$ cat src/include/panel_map.svh
// Constants for the front-panel bus display: field positions and widths.
`ifndef PANEL_MAP_SVH
`define PANEL_MAP_SVH
`define NIBBLE_W      4
`define BYTE_W        8
`define SEG_W         7
`define DIGIT_COUNT   6
`define LAMP_COUNT    6
`define SWITCH_COUNT  6
`define NIB_LO_MSB    3
`define NIB_HI_LSB    4
`define NIB_HI_MSB    7
`define LAMP_WAIT     0
`define LAMP_CLEAR    1
`define LAMP_SC_LOW   2
`define LAMP_SC_HIGH  3
`define LAMP_FLAG     4
`define LAMP_RUN      5
`define SW_RESET      0
`define SW_RUN_UTIL   1
`define SW_RUN_PROG   2
`define SW_LOAD       3
`define SW_STEP_MODE  4
`define SW_DISP_SRC   5
`endif

$ cat src/include/panel_pkg.sv
// Types shared by the processor-side end and the display end.
package panel_pkg;
   typedef logic [7:0] byte_t;
   typedef logic [3:0] nibble_t;
   typedef logic [6:0] seg_t;
   typedef logic [5:0] lamps_t;
   typedef logic [5:0] switches_t;
   // Display source toggle: live bus or last I/O byte.
   typedef enum logic [1:0]
   {
      SRC_BUS     = 2'b01,
      SRC_LAST_IO = 2'b10
   } source_t;
endpackage

$ cat src/include/panel_if.sv
// Connection between the control module end and the display board end.
`timescale 1ns/1ps
interface panel_if;
   import panel_pkg::*;
   logic      earlyTimingPulse;
   logic      lateTimingPulse;
   byte_t     addrLines;
   byte_t     systemDataLines;
   logic      dataLatchPulse;
   lamps_t    lampLines;
   switches_t switchContacts;
   modport control
   (
      output earlyTimingPulse,
      output lateTimingPulse,
      output addrLines,
      output systemDataLines,
      output dataLatchPulse,
      output lampLines,
      input  switchContacts
   );
   modport display
   (
      input  earlyTimingPulse,
      input  lateTimingPulse,
      input  addrLines,
      input  systemDataLines,
      input  dataLatchPulse,
      input  lampLines,
      output switchContacts
   );
endinterface

$ cat src/logic/panel_display.sv
// Display board end: six hex digits, six lamps and six switch contacts.
`timescale 1ns/1ps
`include "panel_map.svh"

// How it works
// - High address byte captured at early pulse
// - Middle digits follow live address lines
// - Each digit decodes a nibble to hex
// - Address shown every cycle, no qualification
// - Fetch and execute addresses both displayed
// - Bus position: data digits follow bus
// - Last-I/O position: control pulses latch at late I/O pulse
// - Six lamps lit while condition true
// - Six switch contacts pass a two-stage synchroniser
// - Control supplies the run indicator
// - I/O cycle is OR of code lines
// - Processor supplies early and late pulses
module panel_display
(
   panel_if.display                 link,
   input  wire logic                clk,
   input  wire logic                rstn,
   input  wire panel_pkg::switches_t switchesRaw,
   input  wire panel_pkg::source_t  dataSource,
   output logic [`SEG_W-1:0]        digitSegs [`DIGIT_COUNT],
   output panel_pkg::lamps_t        lampLeds
);
   import panel_pkg::*;

   // The display end only watches: it never drives the bus that it shows. Every output
   // is a register on clk, and all timing comes from the pulses that the control end
   // passes on, so one clock is enough for the whole board.

   // Latched bytes and their next values.
   byte_t   highAddr_q;
   byte_t   highAddr_d;
   byte_t   dataHeld_q;
   byte_t   dataHeld_d;
   // Digit sources and patterns.
   byte_t   shown [`DIGIT_COUNT/2];
   seg_t    segs_q [`DIGIT_COUNT];
   seg_t    segs_d [`DIGIT_COUNT];
   // Lamp register and its next value.
   lamps_t  lamps_q;
   lamps_t  lamps_d;
   // Switch synchroniser stages and their next values.
   switches_t swMeta_q;
   switches_t swMeta_d;
   switches_t swOut_q;
   switches_t swOut_d;

   // Converts one nibble to an active-high seven-segment pattern, gfedcba.
   // The letters b and d use lower-case shapes so that they are not read as 8 and 0.
   // An unknown nibble blanks the digit rather than showing a wrong symbol.
   function automatic seg_t hexSegs(input nibble_t n);
      case (n)
         4'h0: hexSegs = 7'h3F;
         4'h1: hexSegs = 7'h06;
         4'h2: hexSegs = 7'h5B;
         4'h3: hexSegs = 7'h4F;
         4'h4: hexSegs = 7'h66;
         4'h5: hexSegs = 7'h6D;
         4'h6: hexSegs = 7'h7D;
         4'h7: hexSegs = 7'h07;
         4'h8: hexSegs = 7'h7F;
         4'h9: hexSegs = 7'h6F;
         4'hA: hexSegs = 7'h77;
         4'hB: hexSegs = 7'h7C;
         4'hC: hexSegs = 7'h39;
         4'hD: hexSegs = 7'h5E;
         4'hE: hexSegs = 7'h79;
         4'hF: hexSegs = 7'h71;
         default: hexSegs = 7'h00;
      endcase
   endfunction

   // Next value of the high address latch. It loads on every early pulse, whatever the
   // cycle does with memory, so the leftmost digits always show the page of the cycle.
   always_comb
   begin
      highAddr_d = highAddr_q;
      if (link.earlyTimingPulse)
      begin
         highAddr_d = link.addrLines;
      end
   end

   // High address latch register. It has no reset on purpose: a reset must not wipe the
   // page on show, and until the first early pulse it holds no defined value.
   always_ff @(posedge clk)
   begin
      highAddr_q <= highAddr_d;
   end

   // Next value of the held data byte. Only the control end decides when it loads, so a
   // late pulse by itself never disturbs what the rightmost digits hold.
   always_comb
   begin
      dataHeld_d = dataHeld_q;
      if (link.dataLatchPulse)
      begin
         dataHeld_d = link.systemDataLines;
      end
   end

   // Held data register, also without reset, so the last I/O byte survives a reset.
   always_ff @(posedge clk)
   begin
      dataHeld_q <= dataHeld_d;
   end

   // Source bytes for the three digit pairs: pair 0 is the held high address, pair 1 the
   // live low address, and pair 2 either the live data lines or the held I/O byte.
   // A selector code other than the last-I/O one falls back to the live data lines, so a
   // toggle caught between its two contacts never freezes the data digits.
   always_comb
   begin
      shown[0] = highAddr_q;
      shown[1] = link.addrLines;
      case (dataSource)
         SRC_LAST_IO: shown[2] = dataHeld_q;
         SRC_BUS:     shown[2] = link.systemDataLines;
         default:     shown[2] = link.systemDataLines;
      endcase
   end

   // Decodes each nibble of each byte into a digit pattern. The even digit of a pair
   // carries the high nibble and the odd digit the low nibble, so digit 0 is the leftmost
   // and each byte reads left to right.
   genvar g;
   generate
      for (g = 0; g < `DIGIT_COUNT/2; g++)
      begin : g_pair
         always_comb
         begin
            segs_d[2*g]   = hexSegs(shown[g][`NIB_HI_MSB:`NIB_HI_LSB]);
            segs_d[2*g+1] = hexSegs(shown[g][`NIB_LO_MSB:0]);
         end
      end
   endgenerate

   // Next values of the lamp and switch registers.
   // The lamp levels come from logic on this clock, so one register is enough for them.
   // The switch contacts come straight from panel pins and may move at any time, so they
   // pass a first stage that nothing but the second stage reads.
   always_comb
   begin
      lamps_d  = link.lampLines;
      swMeta_d = switchesRaw;
      swOut_d  = swMeta_q;
   end

   // Digit pattern registers; every digit is blank while reset is held.
   // The held bytes behind them are untouched, so the digits come back after reset.
   always_ff @(posedge clk or negedge rstn)
   begin
      if (!rstn)
      begin
         for (int i = 0; i < `DIGIT_COUNT; i++)
         begin
            segs_q[i] <= 7'h00;
         end
      end
      else
      begin
         for (int i = 0; i < `DIGIT_COUNT; i++)
         begin
            segs_q[i] <= segs_d[i];
         end
      end
   end

   // Lamp register; every lamp is dark while reset is held.
   // The lamps show levels, not pulses, so one cycle of lag is never seen.
   always_ff @(posedge clk or negedge rstn)
   begin
      if (!rstn)
      begin
         lamps_q <= 6'h00;
      end
      else
      begin
         lamps_q <= lamps_d;
      end
   end

   // Two-stage switch synchroniser; the contacts read as open while reset is held.
   // Contact bounce is left to the control module, which sees the synchronised closures.
   always_ff @(posedge clk or negedge rstn)
   begin
      if (!rstn)
      begin
         swMeta_q <= 6'h00;
         swOut_q  <= 6'h00;
      end
      else
      begin
         swMeta_q <= swMeta_d;
         swOut_q  <= swOut_d;
      end
   end

   // Outputs come straight from their registers, so the panel never shows a glitch.
   assign digitSegs           = segs_q;
   assign lampLeds            = lamps_q;
   assign link.switchContacts = swOut_q;
endmodule // panel_display

$ cat src/flat_wrapper.sv
// flat-port wrapper written by rule: the top's interface ports become plain ports
module panel_display_flat import panel_pkg::*;
  (clk, rstn, switchesRaw, dataSource, digitSegs, lampLeds, link_earlyTimingPulse, link_lateTimingPulse, link_addrLines, link_systemDataLines, link_dataLatchPulse, link_lampLines, link_switchContacts);
  panel_if link_i ();
  input  wire logic clk;
  input  wire logic rstn;
  input  wire panel_pkg::switches_t switchesRaw;
  input  wire panel_pkg::source_t dataSource;
  output logic [`SEG_W-1:0] digitSegs[`DIGIT_COUNT];
  output panel_pkg::lamps_t lampLeds;
  input wire logic [$bits(link_i.earlyTimingPulse)-1:0] link_earlyTimingPulse;
  input wire logic [$bits(link_i.lateTimingPulse)-1:0] link_lateTimingPulse;
  input wire logic [$bits(link_i.addrLines)-1:0] link_addrLines;
  input wire logic [$bits(link_i.systemDataLines)-1:0] link_systemDataLines;
  input wire logic [$bits(link_i.dataLatchPulse)-1:0] link_dataLatchPulse;
  input wire logic [$bits(link_i.lampLines)-1:0] link_lampLines;
  output wire logic [$bits(link_i.switchContacts)-1:0] link_switchContacts;
  assign link_i.earlyTimingPulse = link_earlyTimingPulse;
  assign link_i.lateTimingPulse = link_lateTimingPulse;
  assign link_i.addrLines = link_addrLines;
  assign link_i.systemDataLines = link_systemDataLines;
  assign link_i.dataLatchPulse = link_dataLatchPulse;
  assign link_i.lampLines = link_lampLines;
  assign link_switchContacts = link_i.switchContacts;
  panel_display u_core (.link(link_i), .clk(clk), .rstn(rstn), .switchesRaw(switchesRaw), .dataSource(dataSource), .digitSegs(digitSegs), .lampLeds(lampLeds));
endmodule
$ cat config.mk
export PLATFORM = sky130hd
export DESIGN_NAME = panel_display_flat
export DESIGN_NICKNAME = d
export VERILOG_FILES = /design/src/include/panel_pkg.sv /design/src/include/panel_if.sv /design/src/logic/panel_display.sv /design/src/flat_wrapper.sv
export VERILOG_INCLUDE_DIRS = /design/src /design/src/include
export SDC_FILE = /design/constraint.sdc
export NUM_CORES = 1
export LEC_CHECK = 0
export ABC_CLOCK_PERIOD_IN_PS = 2200
export BUFFER_PORTS_ARGS = -buffer_cell sky130_fd_sc_hd__buf_4
export CAP_MARGIN = 20
export CORE_ASPECT_RATIO = 0.7
export CORE_MARGIN = 5
export CORE_UTILIZATION = 40
export CTS_BUF_LIST = sky130_fd_sc_hd__clkbuf_4
export CTS_CLUSTER_DIAMETER = 100
export DETAILED_ROUTE_END_ITERATION = 10
export PLACE_DENSITY = 0.65
export REMOVE_ABC_BUFFERS = 1
export SYNTH_ARGS = -nofsm -noshare
export SYNTH_HDL_FRONTEND = slang
export SYNTH_SLANG_ARGS = --single-unit
$ cat constraint.sdc
create_clock -name clk -period 2.2 [get_ports clk]
set_input_delay 0.44 -clock clk [delete_from_list [all_inputs] [get_ports clk]]
set_output_delay 0.44 -clock clk [all_outputs]
set_load 0.1 [all_outputs]
==> results.toml, run 1 <==
[pwr]
pwr-share-clk_pct = 21.5
switching_power_mw = 1.63
power.density_nw_per_um2 = 804
comb_power_share_pct = 36.4
ir_drop_mv = 0.503
switching_share_pct = 41.9
total_power_mw = 3.90
pwr-share-seq_pct = 42.1
p_int_mw = 2.27
p_leak_nw = 2.23

[hold_path]
hold_class = "primary input to asynchronous set/reset pin"

[floorplan]
core-area_um2 = 9570
rows = 30
ios = 89
die_y_um = 92.3
dieWidth_um = 128
initial_core_util_pct = 40.5
die_area_um2 = 11800

[finish]
seqCellArea_um2 = 1980
fill_cells = 858
final_core_util_pct = 50.7
drive_gt1_share_pct = 29.3
fin_area_um2 = 4850
multi_input_area_um2 = 1710
area_growth_pct = 25.1
diodes = 0
layout.nets = 506

[worst_setup_path]
cp_cell_sequence = "buf_4 > and2b_1 > mux2i_1 > inv_1 > ha_1 > mux2_2 > mux2i_1"
r2r_setup_slack_ns = 0.52
crit_type = "primary input to register"
cpPeakStageDelay_ns = 0.45
required_ns = 2.55
worst_path_most_repeated_cell = "mux2i_1"
path_max_fanout = 9
regToRegStartpoint = "u_core.dataHeld_q[0]$_DFFE_PP_"
arrival_ns = 2.21
cp_num_buf_inv = 2
critPathLaunchType = "primary input"
reg2regPathDepth = 5
slowest_stage = "mux2i_1"
r2r-end = "u_core.digitSegs[3]$_DFF_PN0_"
cp_top_family = "multiplexers"
crit_path_end_kind = "register"

[clocking]
cts_resized = 0
cts_num_sinks = 76
clockBufferDepth = 2
cts_tree = "done"
htreeDepth = 3
clk_pin_slew_worst_paths_ns = 0.13
numCtsBuffers = 9
worstSkewPairLatency_ns = 0.42
cts-root-buf = "clkbuf_4"
cts_setup_buffers = 0
postCtsHoldBufs = 0

[timing]
min_period_ns = 1.87
drv_slew = 0
skew_ns = 0.0135
worst_pin_slew_ns = 0.765
rsz0062_at_grt = "no"
hold_viol_final = 0
final.setup.worst_slack_ns = 0.335
period_share_pct = 84.8
fmax_ghz = 0.536
final-setup-viol-count = 0
slew_headroom_pct = 49.0

[placed_design]
dp_slack_ns = -0.0762
placed_cell_area_um2 = 4710
hpwlAfterDp_um = 6300
portBuffers = 87
place.gp.congestion = 0.842

[grt]
grt_pass1_wl_um = 13500
grt_pass1_vias = 2650
antenna_found_initial = 0
grt_overflow_total = 0
grt_max_degree = 61
grt_use_total_pct = 14.5

[flow_run]
max-cap-violations = 0

[routing]
drt_iter0_markers = 161
drc = 0
wire_per_inst_um = 14.8
dr_total_vias = 2686
ant_nets = 0
viasPerCell = 4.78
routed_wl_um = 8340
drt_pass1_iterations = 4

[synth]
synth_top_family_by_area = "adder cells"
avgSynthCellArea_um2 = 11.7
ys_ff_latch = 76
async_flop_share_pct = 78.9
ys_seq_area_share_pct = 51.1
yosysMostFrequentCell = "dfrtp_1"
synth_mux_area_share_pct = 8.23
synth.distinct_cells = 44
synth_top_area_share_pct = 38.7
synth_area_leader_cell = "dfrtp_1"
netlist_area_um2 = 3870
synth_enable_flop_cells = 16
synth_compound_area_share_pct = 11.6
synthTopCellsByCount = "dfrtp_1, ha_1, inv_1"
yosys.area_share.adder_pct = 13.6
synth-simple-area-share_pct = 9.98
syn_inst = 331
synth-xor-area-share_pct = 0.678
ys_top_cells_by_area = "dfrtp_1, ha_1, edfxtp_1"
yosys_warnings = 0
synth_flop_cell = "dfrtp_1"

[run_status]
status = "complete, no violations"
==> worst max-delay path by stage <==
stage	startpoint	endpoint	slack, ns	depth (start not counted)
6_report	dataSource[0]	u_core.digitSegs[3]$_DFF_PN0_	0.33	7
5_1_grt	dataSource[0]	u_core.digitSegs[0]$_DFF_PN0_	0.25	8
4_1_cts	dataSource[0]	u_core.digitSegs[0]$_DFF_PN0_	0.39	8
3_5_place_dp	dataSource[0]	u_core.digitSegs[0]$_DFF_PN0_	-0.08	8
3_3_place_gp	dataSource[0]	u_core.digitSegs[10]$_DFF_PN0_	-0.01	7
2_1_floorplan	dataSource[0]	u_core.digitSegs[10]$_DFF_PN0_	0.03	6
==> per-layer routing <==
metal,share of wire (%),GRT usage (%)
met3,4.7,3.98
met1,51,21.3
met4,1.6,5.04
met5,0,0
met2,43,20.6
==> power groups by stage <==
stage                     Combinational, mW  Sequential [mW]  Clock, mW
final                                  1.42             1.64      0.839
after global routing                   1.49             1.66      0.938
after CTS                              1.43             1.64      0.881
after detailed placement               1.42             1.67          0
after global placement                 1.41             1.67          0
after floorplan                       0.294             2.40          0
==> state kept, by name, summed over array words and instances (netlist names) <==
signal	flops
u_core.digitSegs	42
u_core.dataHeld_q	8
u_core.link.switchContacts	6
u_core.lampLeds	6
u_core.highAddr_q	8
u_core.swMeta_q	6
==> cell usage in the layout (no fill, tap or decap), drive strengths merged, types with 2 or more instances in the layout <==
master and instances:
mux2i 20, nor2 14, inv 31, o2bb2a 2, a22oi 7, buf 101
ha 42, nor2b 11, mux4 2, dfrtp 60, a221oi 2, o211ai 2
nand2 13, nor3 10, a211oi 7, edfxtp 16, a21oi 23, a22o 2
o22a 4, a31oi 7, clkbuf 9, o21bai 2, o21a 2, nand3b 6
xnor2 2, or2 2, and3 3, clkinvlp 3, mux2 4, o21ai 8
nand2b 10
==> stage by stage <==
| stage | cells | hold slack (ns) | setup TNS, ns |
|---|---|---|---|
| after floorplan | 317 | 0.144 | 0 |
| after global placement | 546 | 0.332 | -0.0151 |
| after detailed placement | 546 | 0.337 | -0.218 |
| after CTS | 562 | 0.0794 | 0 |
| after global routing | 562 | 0.0668 | 0 |
| final | 562 | 0.0815 | 0 |
==> cells by family (layout without fill, tap and decap cells) <==
| family | Yosys count | after routing |
|---|---|---|
| DFF | 76 | 76 |
| buffers and inverters | 43 | 146 |
| adders and majority gates | 42 | 42 |
| xor gates and xnor gates | 3 | 3 |
| AOI/OAI and AO/OA | 69 | 69 |
| and+or+nand+nor | 72 | 72 |
| muxes | 26 | 26 |
==> final cells by class <==
| type | count | share of cell area, % |
|---|---|---|
| clock inverters | 7 | 1.37 |
| repair buffers | 101 | 15.6 |
| well taps | 128 | 3.30 |
| multi-input cells | 212 | 35.2 |
| flip-flops and latches | 76 | 40.9 |
| clock buffers | 9 | 1.39 |
| inverters | 29 | 2.25 |
Power figures use the tool's default switching activity.
==> run 2: changes to the inputs <==
ABC_AREA = 1   (was unset)
ABC_CLOCK_PERIOD_IN_PS = 1600   (was 2200)
PLACE_DENSITY = 0.68   (was 0.65)
clock period = 1.6 ns   (was 2.2 ns; I/O delays follow)
==> results.toml, run 2 <==
[run_status]
status = "complete, no violations"

[synth]
yosys.area_share.adder_pct = 14.2
synthTopCellsByCount = "nand2_1, dfrtp_1, inv_1"
synth_flop_cell = "dfrtp_1"
yosysMostFrequentCell = "nand2_1"
synth_area_leader_cell = "dfrtp_1"
synth-xor-area-share_pct = 0
ys_top_cells_by_area = "dfrtp_1, ha_1, edfxtp_1"
synth_mux_area_share_pct = 0
synth_top_area_share_pct = 40.7
ys_seq_area_share_pct = 53.7
yosys_warnings = 0
synth_enable_flop_cells = 16
ys_ff_latch = 76
synth-simple-area-share_pct = 19.9
async_flop_share_pct = 78.9
syn_inst = 375
netlist_area_um2 = 3690
avgSynthCellArea_um2 = 9.84
synth.distinct_cells = 19
synth_top_family_by_area = "simple AND/OR/NAND/NOR gates"
synth_compound_area_share_pct = 6.54

[finish]
seqCellArea_um2 = 1980
diodes = 0
drive_gt1_share_pct = 25.1
area_growth_pct = 31.6
largest_reg_flops = 42
layout_commonest_cell = "nand2_1"
multi_input_area_um2 = 1500
final_cell_mix = "nand2_1, buf_4, dfrtp_1"
fill_cells = 820
fin_area_um2 = 4860
layout.nets = 569

[clocking]
htreeDepth = 3
cts_resized = 0
cts_num_sinks = 76
cts_setup_buffers = 0
worstSkewPairLatency_ns = 0.41
clockBufferDepth = 2
postCtsHoldBufs = 13
clk_pin_slew_worst_paths_ns = 0.12
cts-root-buf = "clkbuf_4"
numCtsBuffers = 9
cts_tree = "done"

[floorplan]
die_area_um2 = 11300
core-area_um2 = 9030
dieWidth_um = 125
die_y_um = 90.4
initial_core_util_pct = 40.9
ios = 89
rows = 29

[routing]
ant_nets = 0
drc = 0
drt_iter0_markers = 183
dr_total_vias = 2778
wire_per_inst_um = 13.0
routed_wl_um = 8020
drt_pass1_iterations = 6
viasPerCell = 4.49

[placed_design]
placed_cell_area_um2 = 4560
portBuffers = 87
hpwlAfterDp_um = 6100
place.gp.congestion = 0.862

[timing]
final-setup-viol-count = 0
whs_ns = 0.0879
period_share_pct = 87.3
fmax_ghz = 0.716
finalSetupTns_ns = 0
rsz0062_at_grt = "no"
skew_ns = 0.0161
hold_viol_final = 0
worst_pin_slew_ns = 0.327
drv_slew = 0
slew_headroom_pct = 78.2
min_period_ns = 1.40

[worst_setup_path]
cp_top_family = "flip-flops"
cpPeakStageDelay_ns = 0.37
reg2regPathDepth = 8
required_ns = 1.28
cp_cell_sequence = "buf_4"
regToRegStartpoint = "u_core.dataHeld_q[5]$_DFFE_PP_"
arrival_ns = 1.08
cp-startpoint = "u_core.digitSegs[14]$_DFF_PN0_"
r2r_setup_slack_ns = 0.23
crit_type = "register to primary output"
crit_path_end_kind = "primary output"
cp-endpoint = "digitSegs[14]"
cp_num_buf_inv = 1
path_max_fanout = 1
critPathLaunchType = "register"
r2r-end = "u_core.digitSegs[10]$_DFF_PN0_"
crit_cells = 1
slowest_stage = "dfrtp_1"

[pwr]
power.density_nw_per_um2 = 1160
p_leak_nw = 2.48
switching_power_mw = 2.25
switching_share_pct = 40.0
p_int_mw = 3.37
comb_power_share_pct = 35.3
ir_drop_mv = 0.464
pwr-share-seq_pct = 39.7
pwr-share-clk_pct = 25.0

[grt]
grt_pass1_wl_um = 13500
grt_use_total_pct = 14.7
grt_pass1_vias = 2717
antenna_found_initial = 0
grt_overflow_total = 0
grt_max_degree = 41

[hold_path]
hold_class = "primary input to register"

[flow_run]
max-cap-violations = 0
==> run 2: cell types whose count changed after synthesis, sizes merged, moves of 16 or more <==
cell   previous run  this run
a21oi            23         7
inv              29        50
mux2i            20         0
nand2            13       115
nand3             1        32
o21ai             8        25
==> run 2: kinds of logic after synthesis <==
logic type	after synthesis
compound gates	42
fa+ha+maj	42
buf+inv	52
flops	76
simple gates	163
==> run 2: layer usage <==
layer  vias to the layer above  track usage, %  wire length, µm
met2                        66            22.3             3510
met3                         8            4.02              343
li1                       1431               -                -
met5                         -               0                0
met1                      1273            20.6             4060
met4                         0            4.33              108
==> run 2: worst min-delay path by stage <==
stage | slack, ns | cells after the start | to | startpoint
global route | 0.04 | 1 | u_core.dataHeld_q[1]$_DFFE_PP_ | link_systemDataLines[1]
global placement | 0.23 | 1 | u_core.digitSegs[3]$_DFF_PN0_ | rstn
floorplan | 0.02 | 0 | u_core.digitSegs[0]$_DFF_PN0_ | rstn
detailed placement | 0.25 | 1 | u_core.digitSegs[3]$_DFF_PN0_ | rstn
CTS | 0.04 | 1 | u_core.dataHeld_q[1]$_DFFE_PP_ | link_systemDataLines[1]
finish | 0.09 | 1 | u_core.dataHeld_q[6]$_DFFE_PP_ | link_systemDataLines[6]
==> run 2: layout make-up <==
type	count	share of cell area [%]
Sequential cell	76	40.8
Multi-Input combinational cell	247	30.9
Timing Repair Buffer	108	17.6
Inverter	50	3.97
Tap cell	124	3.19
Clock inverter	5	2.11
Clock buffer	9	1.39
==> run 2: worst register-to-register path, cell delays in order (launching register included) <==
cell	delay, ns
edfxtp_1	0.38
inv_1	0.06
nand3_1	0.07
nand2_1	0.12
inv_1	0.09
ha_1	0.26
nand3b_1	0.17
nand3_1	0.10
nand2_1	0.05
==> run 2: per-stage QoR <==
step	worst slack, ns	util, %	std cells	total power, mW
CTS	0.154	53.8	619	5.70
finish	0.204	53.8	619	5.62
global route	0.134	53.8	619	5.89
global placement	0.0139	50.4	592	4.22
floorplan	-0.136	-	373	3.72
detailed placement	-0.0269	50.4	592	4.24
==> run 2: power groups by stage <==
stage	sequential, mW	clock [mW]	combinational, mW
2_1_floorplan	3.34	0	0.375
3_3_place_gp	2.27	0	1.95
3_5_place_dp	2.28	0	1.97
4_1_cts	2.24	1.46	2.00
5_1_grt	2.26	1.53	2.10
6_report	2.23	1.40	1.98
==> run 3: changes to the inputs <==
--- a/config.mk
+++ b/config.mk
@@ -9,5 +9,4 @@
 export ABC_AREA = 1
-export ABC_CLOCK_PERIOD_IN_PS = 1600
+export ABC_CLOCK_PERIOD_IN_PS = 1500
 export BUFFER_PORTS_ARGS = -buffer_cell sky130_fd_sc_hd__buf_4
-export CAP_MARGIN = 20
 export CORE_ASPECT_RATIO = 0.7
@@ -18,3 +17,3 @@
 export DETAILED_ROUTE_END_ITERATION = 10
-export PLACE_DENSITY = 0.68
+export PLACE_DENSITY = 0.66
 export REMOVE_ABC_BUFFERS = 1
==> constraint.sdc (replaced) <==
create_clock -name clk -period 1.5 [get_ports clk]
set_input_delay 0.3 -clock clk [delete_from_list [all_inputs] [get_ports clk]]
set_output_delay 0.3 -clock clk [all_outputs]
set_load 0.05 [all_outputs]
==> results.toml, run 3 (synthesis results as in run 2) <==
[run_status]
status = "complete, no violations"

[routing]
ant_nets = 0
wire_per_inst_um = 13.0
routed_wl_um = 8170
drt_pass1_iterations = 4
drc = 0
drt_iter0_markers = 133
dr_total_vias = 2839
viasPerCell = 4.53

[placed_design]
portBuffers = 87
placed_cell_area_um2 = 4590
hpwlAfterDp_um = 6190
place.gp.congestion = 0.860

[flow_run]
max-cap-violations = 0

[hold_path]
hp-start = "link_systemDataLines[6]"
holdPathStages = 1
hold_class = "primary input to register"
whs_endpoint = "u_core.dataHeld_q[6]$_DFFE_PP_"

[pwr]
power.density_nw_per_um2 = 1120
ir_drop_mv = 0.425
total_power_mw = 5.48
p_leak_nw = 2.52

[floorplan]
dieWidth_um = 125
ios = 89
initial_core_util_pct = 40.9
die_y_um = 90.4
rows = 29
core-area_um2 = 9030
die_area_um2 = 11300

[clocking]
numCtsBuffers = 9
cts-root-buf = "clkbuf_4"
worstSkewPairLatency_ns = 0.44
cts_tree = "done"
cts_num_sinks = 76
clk_pin_slew_worst_paths_ns = 0.13
htreeDepth = 3
clockBufferDepth = 2

[timing]
fmax_ghz = 0.732
worst_pin_slew_ns = 0.332
min_period_ns = 1.37
slew_headroom_pct = 77.8
finalSetupTns_ns = 0
period_share_pct = 91.1
final-setup-viol-count = 0
hold_viol_final = 0
skew_ns = 0.0118
whs_ns = 0.0433
drv_slew = 0
rsz0062_at_grt = "no"

[worst_setup_path]
cpPeakStageDelay_ns = 0.51
r2r_setup_slack_ns = 0.13
arrival_ns = 1.67
required_ns = 1.80
crit_path_end_kind = "register"
path_max_fanout = 5
crit_type = "register to register"
cp_cell_sequence = "inv_1 > ha_1 > inv_1 > o21ai_0 > o21ai_0"
cp_num_buf_inv = 2
slowest_stage = "edfxtp_1"
reg2regPathDepth = 5
regToRegStartpoint = "u_core.highAddr_q[5]$_DFFE_PP_"
critPathLaunchType = "register"
r2r-end = "u_core.digitSegs[35]$_DFF_PN0_"
cp_top_family = "flip-flops"

[finish]
fin_area_um2 = 4910
largest_reg_flops = 42
area_growth_pct = 33.2
layout_commonest_cell = "nand2_1"
layout.nets = 575
final_cell_mix = "nand2_1, buf_4, dfrtp_1"
diodes = 0
fill_cells = 794
drive_gt1_share_pct = 26.0

[grt]
grt_overflow_total = 0
antenna_found_initial = 0
grt_use_total_pct = 15.0
grt_max_degree = 38
grt_pass1_vias = 2817
grt_pass1_wl_um = 13700
-- run 3: changes by cell type in the layout (fill, tap and decap cells not counted) --
| cell | previous run | this run |
|---|---|---|
| clkinvlp_4 | 1 | 0 |
| buf_4 | 94 | 99 |
| dlygate4sd3_1 | 13 | 14 |
| inv_4 | 2 | 4 |
| clkinv_2 | 1 | 2 |
-- run 3: stage by stage --
stage          std cells  util [%]  worst slack (ns)
3_3_place_gp         597      50.9           -0.0410
2_1_floorplan        373         -            -0.216
4_1_cts              626      54.3             0.125
6_report             627      54.4             0.134
5_1_grt              627      54.4            0.0376
3_5_place_dp         597      50.9           -0.0533
-- run 3: worst max-delay path by stage --
stage,start,to,slack (ns),cells past startpoint
4_1_cts,u_core.digitSegs[7]$_DFF_PN0_,digitSegs[7],0.13,1
3_5_place_dp,dataSource[0],u_core.digitSegs[10]$_DFF_PN0_,-0.05,10
5_1_grt,u_core.highAddr_q[5]$_DFFE_PP_,u_core.digitSegs[35]$_DFF_PN0_,0.04,5
6_report,u_core.highAddr_q[5]$_DFFE_PP_,u_core.digitSegs[35]$_DFF_PN0_,0.13,5
3_3_place_gp,dataSource[0],u_core.digitSegs[10]$_DFF_PN0_,-0.04,10
2_1_floorplan,dataSource[0],u_core.digitSegs[10]$_DFF_PN0_,-0.22,9
-- run 3: layout make-up --
cell class	count	area, µm²	share of cell area, %
repair buffers	114	903	18.4
clock inverters	7	113	2.29
clock buffers	9	67.6	1.37
inverters	50	193	3.92
multi-input cells	247	1500	30.5
flip-flops and latches	76	1980	40.3
well taps	124	155	3.16
-- run 3: power breakdown --
part	switching (mW)	internal, mW	total [mW]
registers	0.0794	2.31	2.39
clock network	0.728	0.840	1.57
logic	1.04	0.483	1.53
total	1.85	3.63	5.48
-- run 3: layer usage --
metal / global-route usage (%) / vias up / wire length, µm
li1: - / 1447 / -
met2: 22.3 / 76 / 3570
met5: 0 / - / 0
met1: 20.9 / 1310 / 4030
met3: 5.73 / 6 / 486
met4: 3.52 / 0 / 76
-- run 3: timing repair --
action	4_1_cts	5_1_grt
setup buffers	0	0
hold buffers	13	1
gates resized for setup	0	0
endpoints found under the hold margin	35	1
-- run 3: worst register-to-register path, cell delays in order (launching register included) --
cell and delay, ns:
edfxtp_1 0.51, inv_1 0.16, ha_1 0.20, inv_1 0.06, o21ai_0 0.21, o21ai_0 0.11
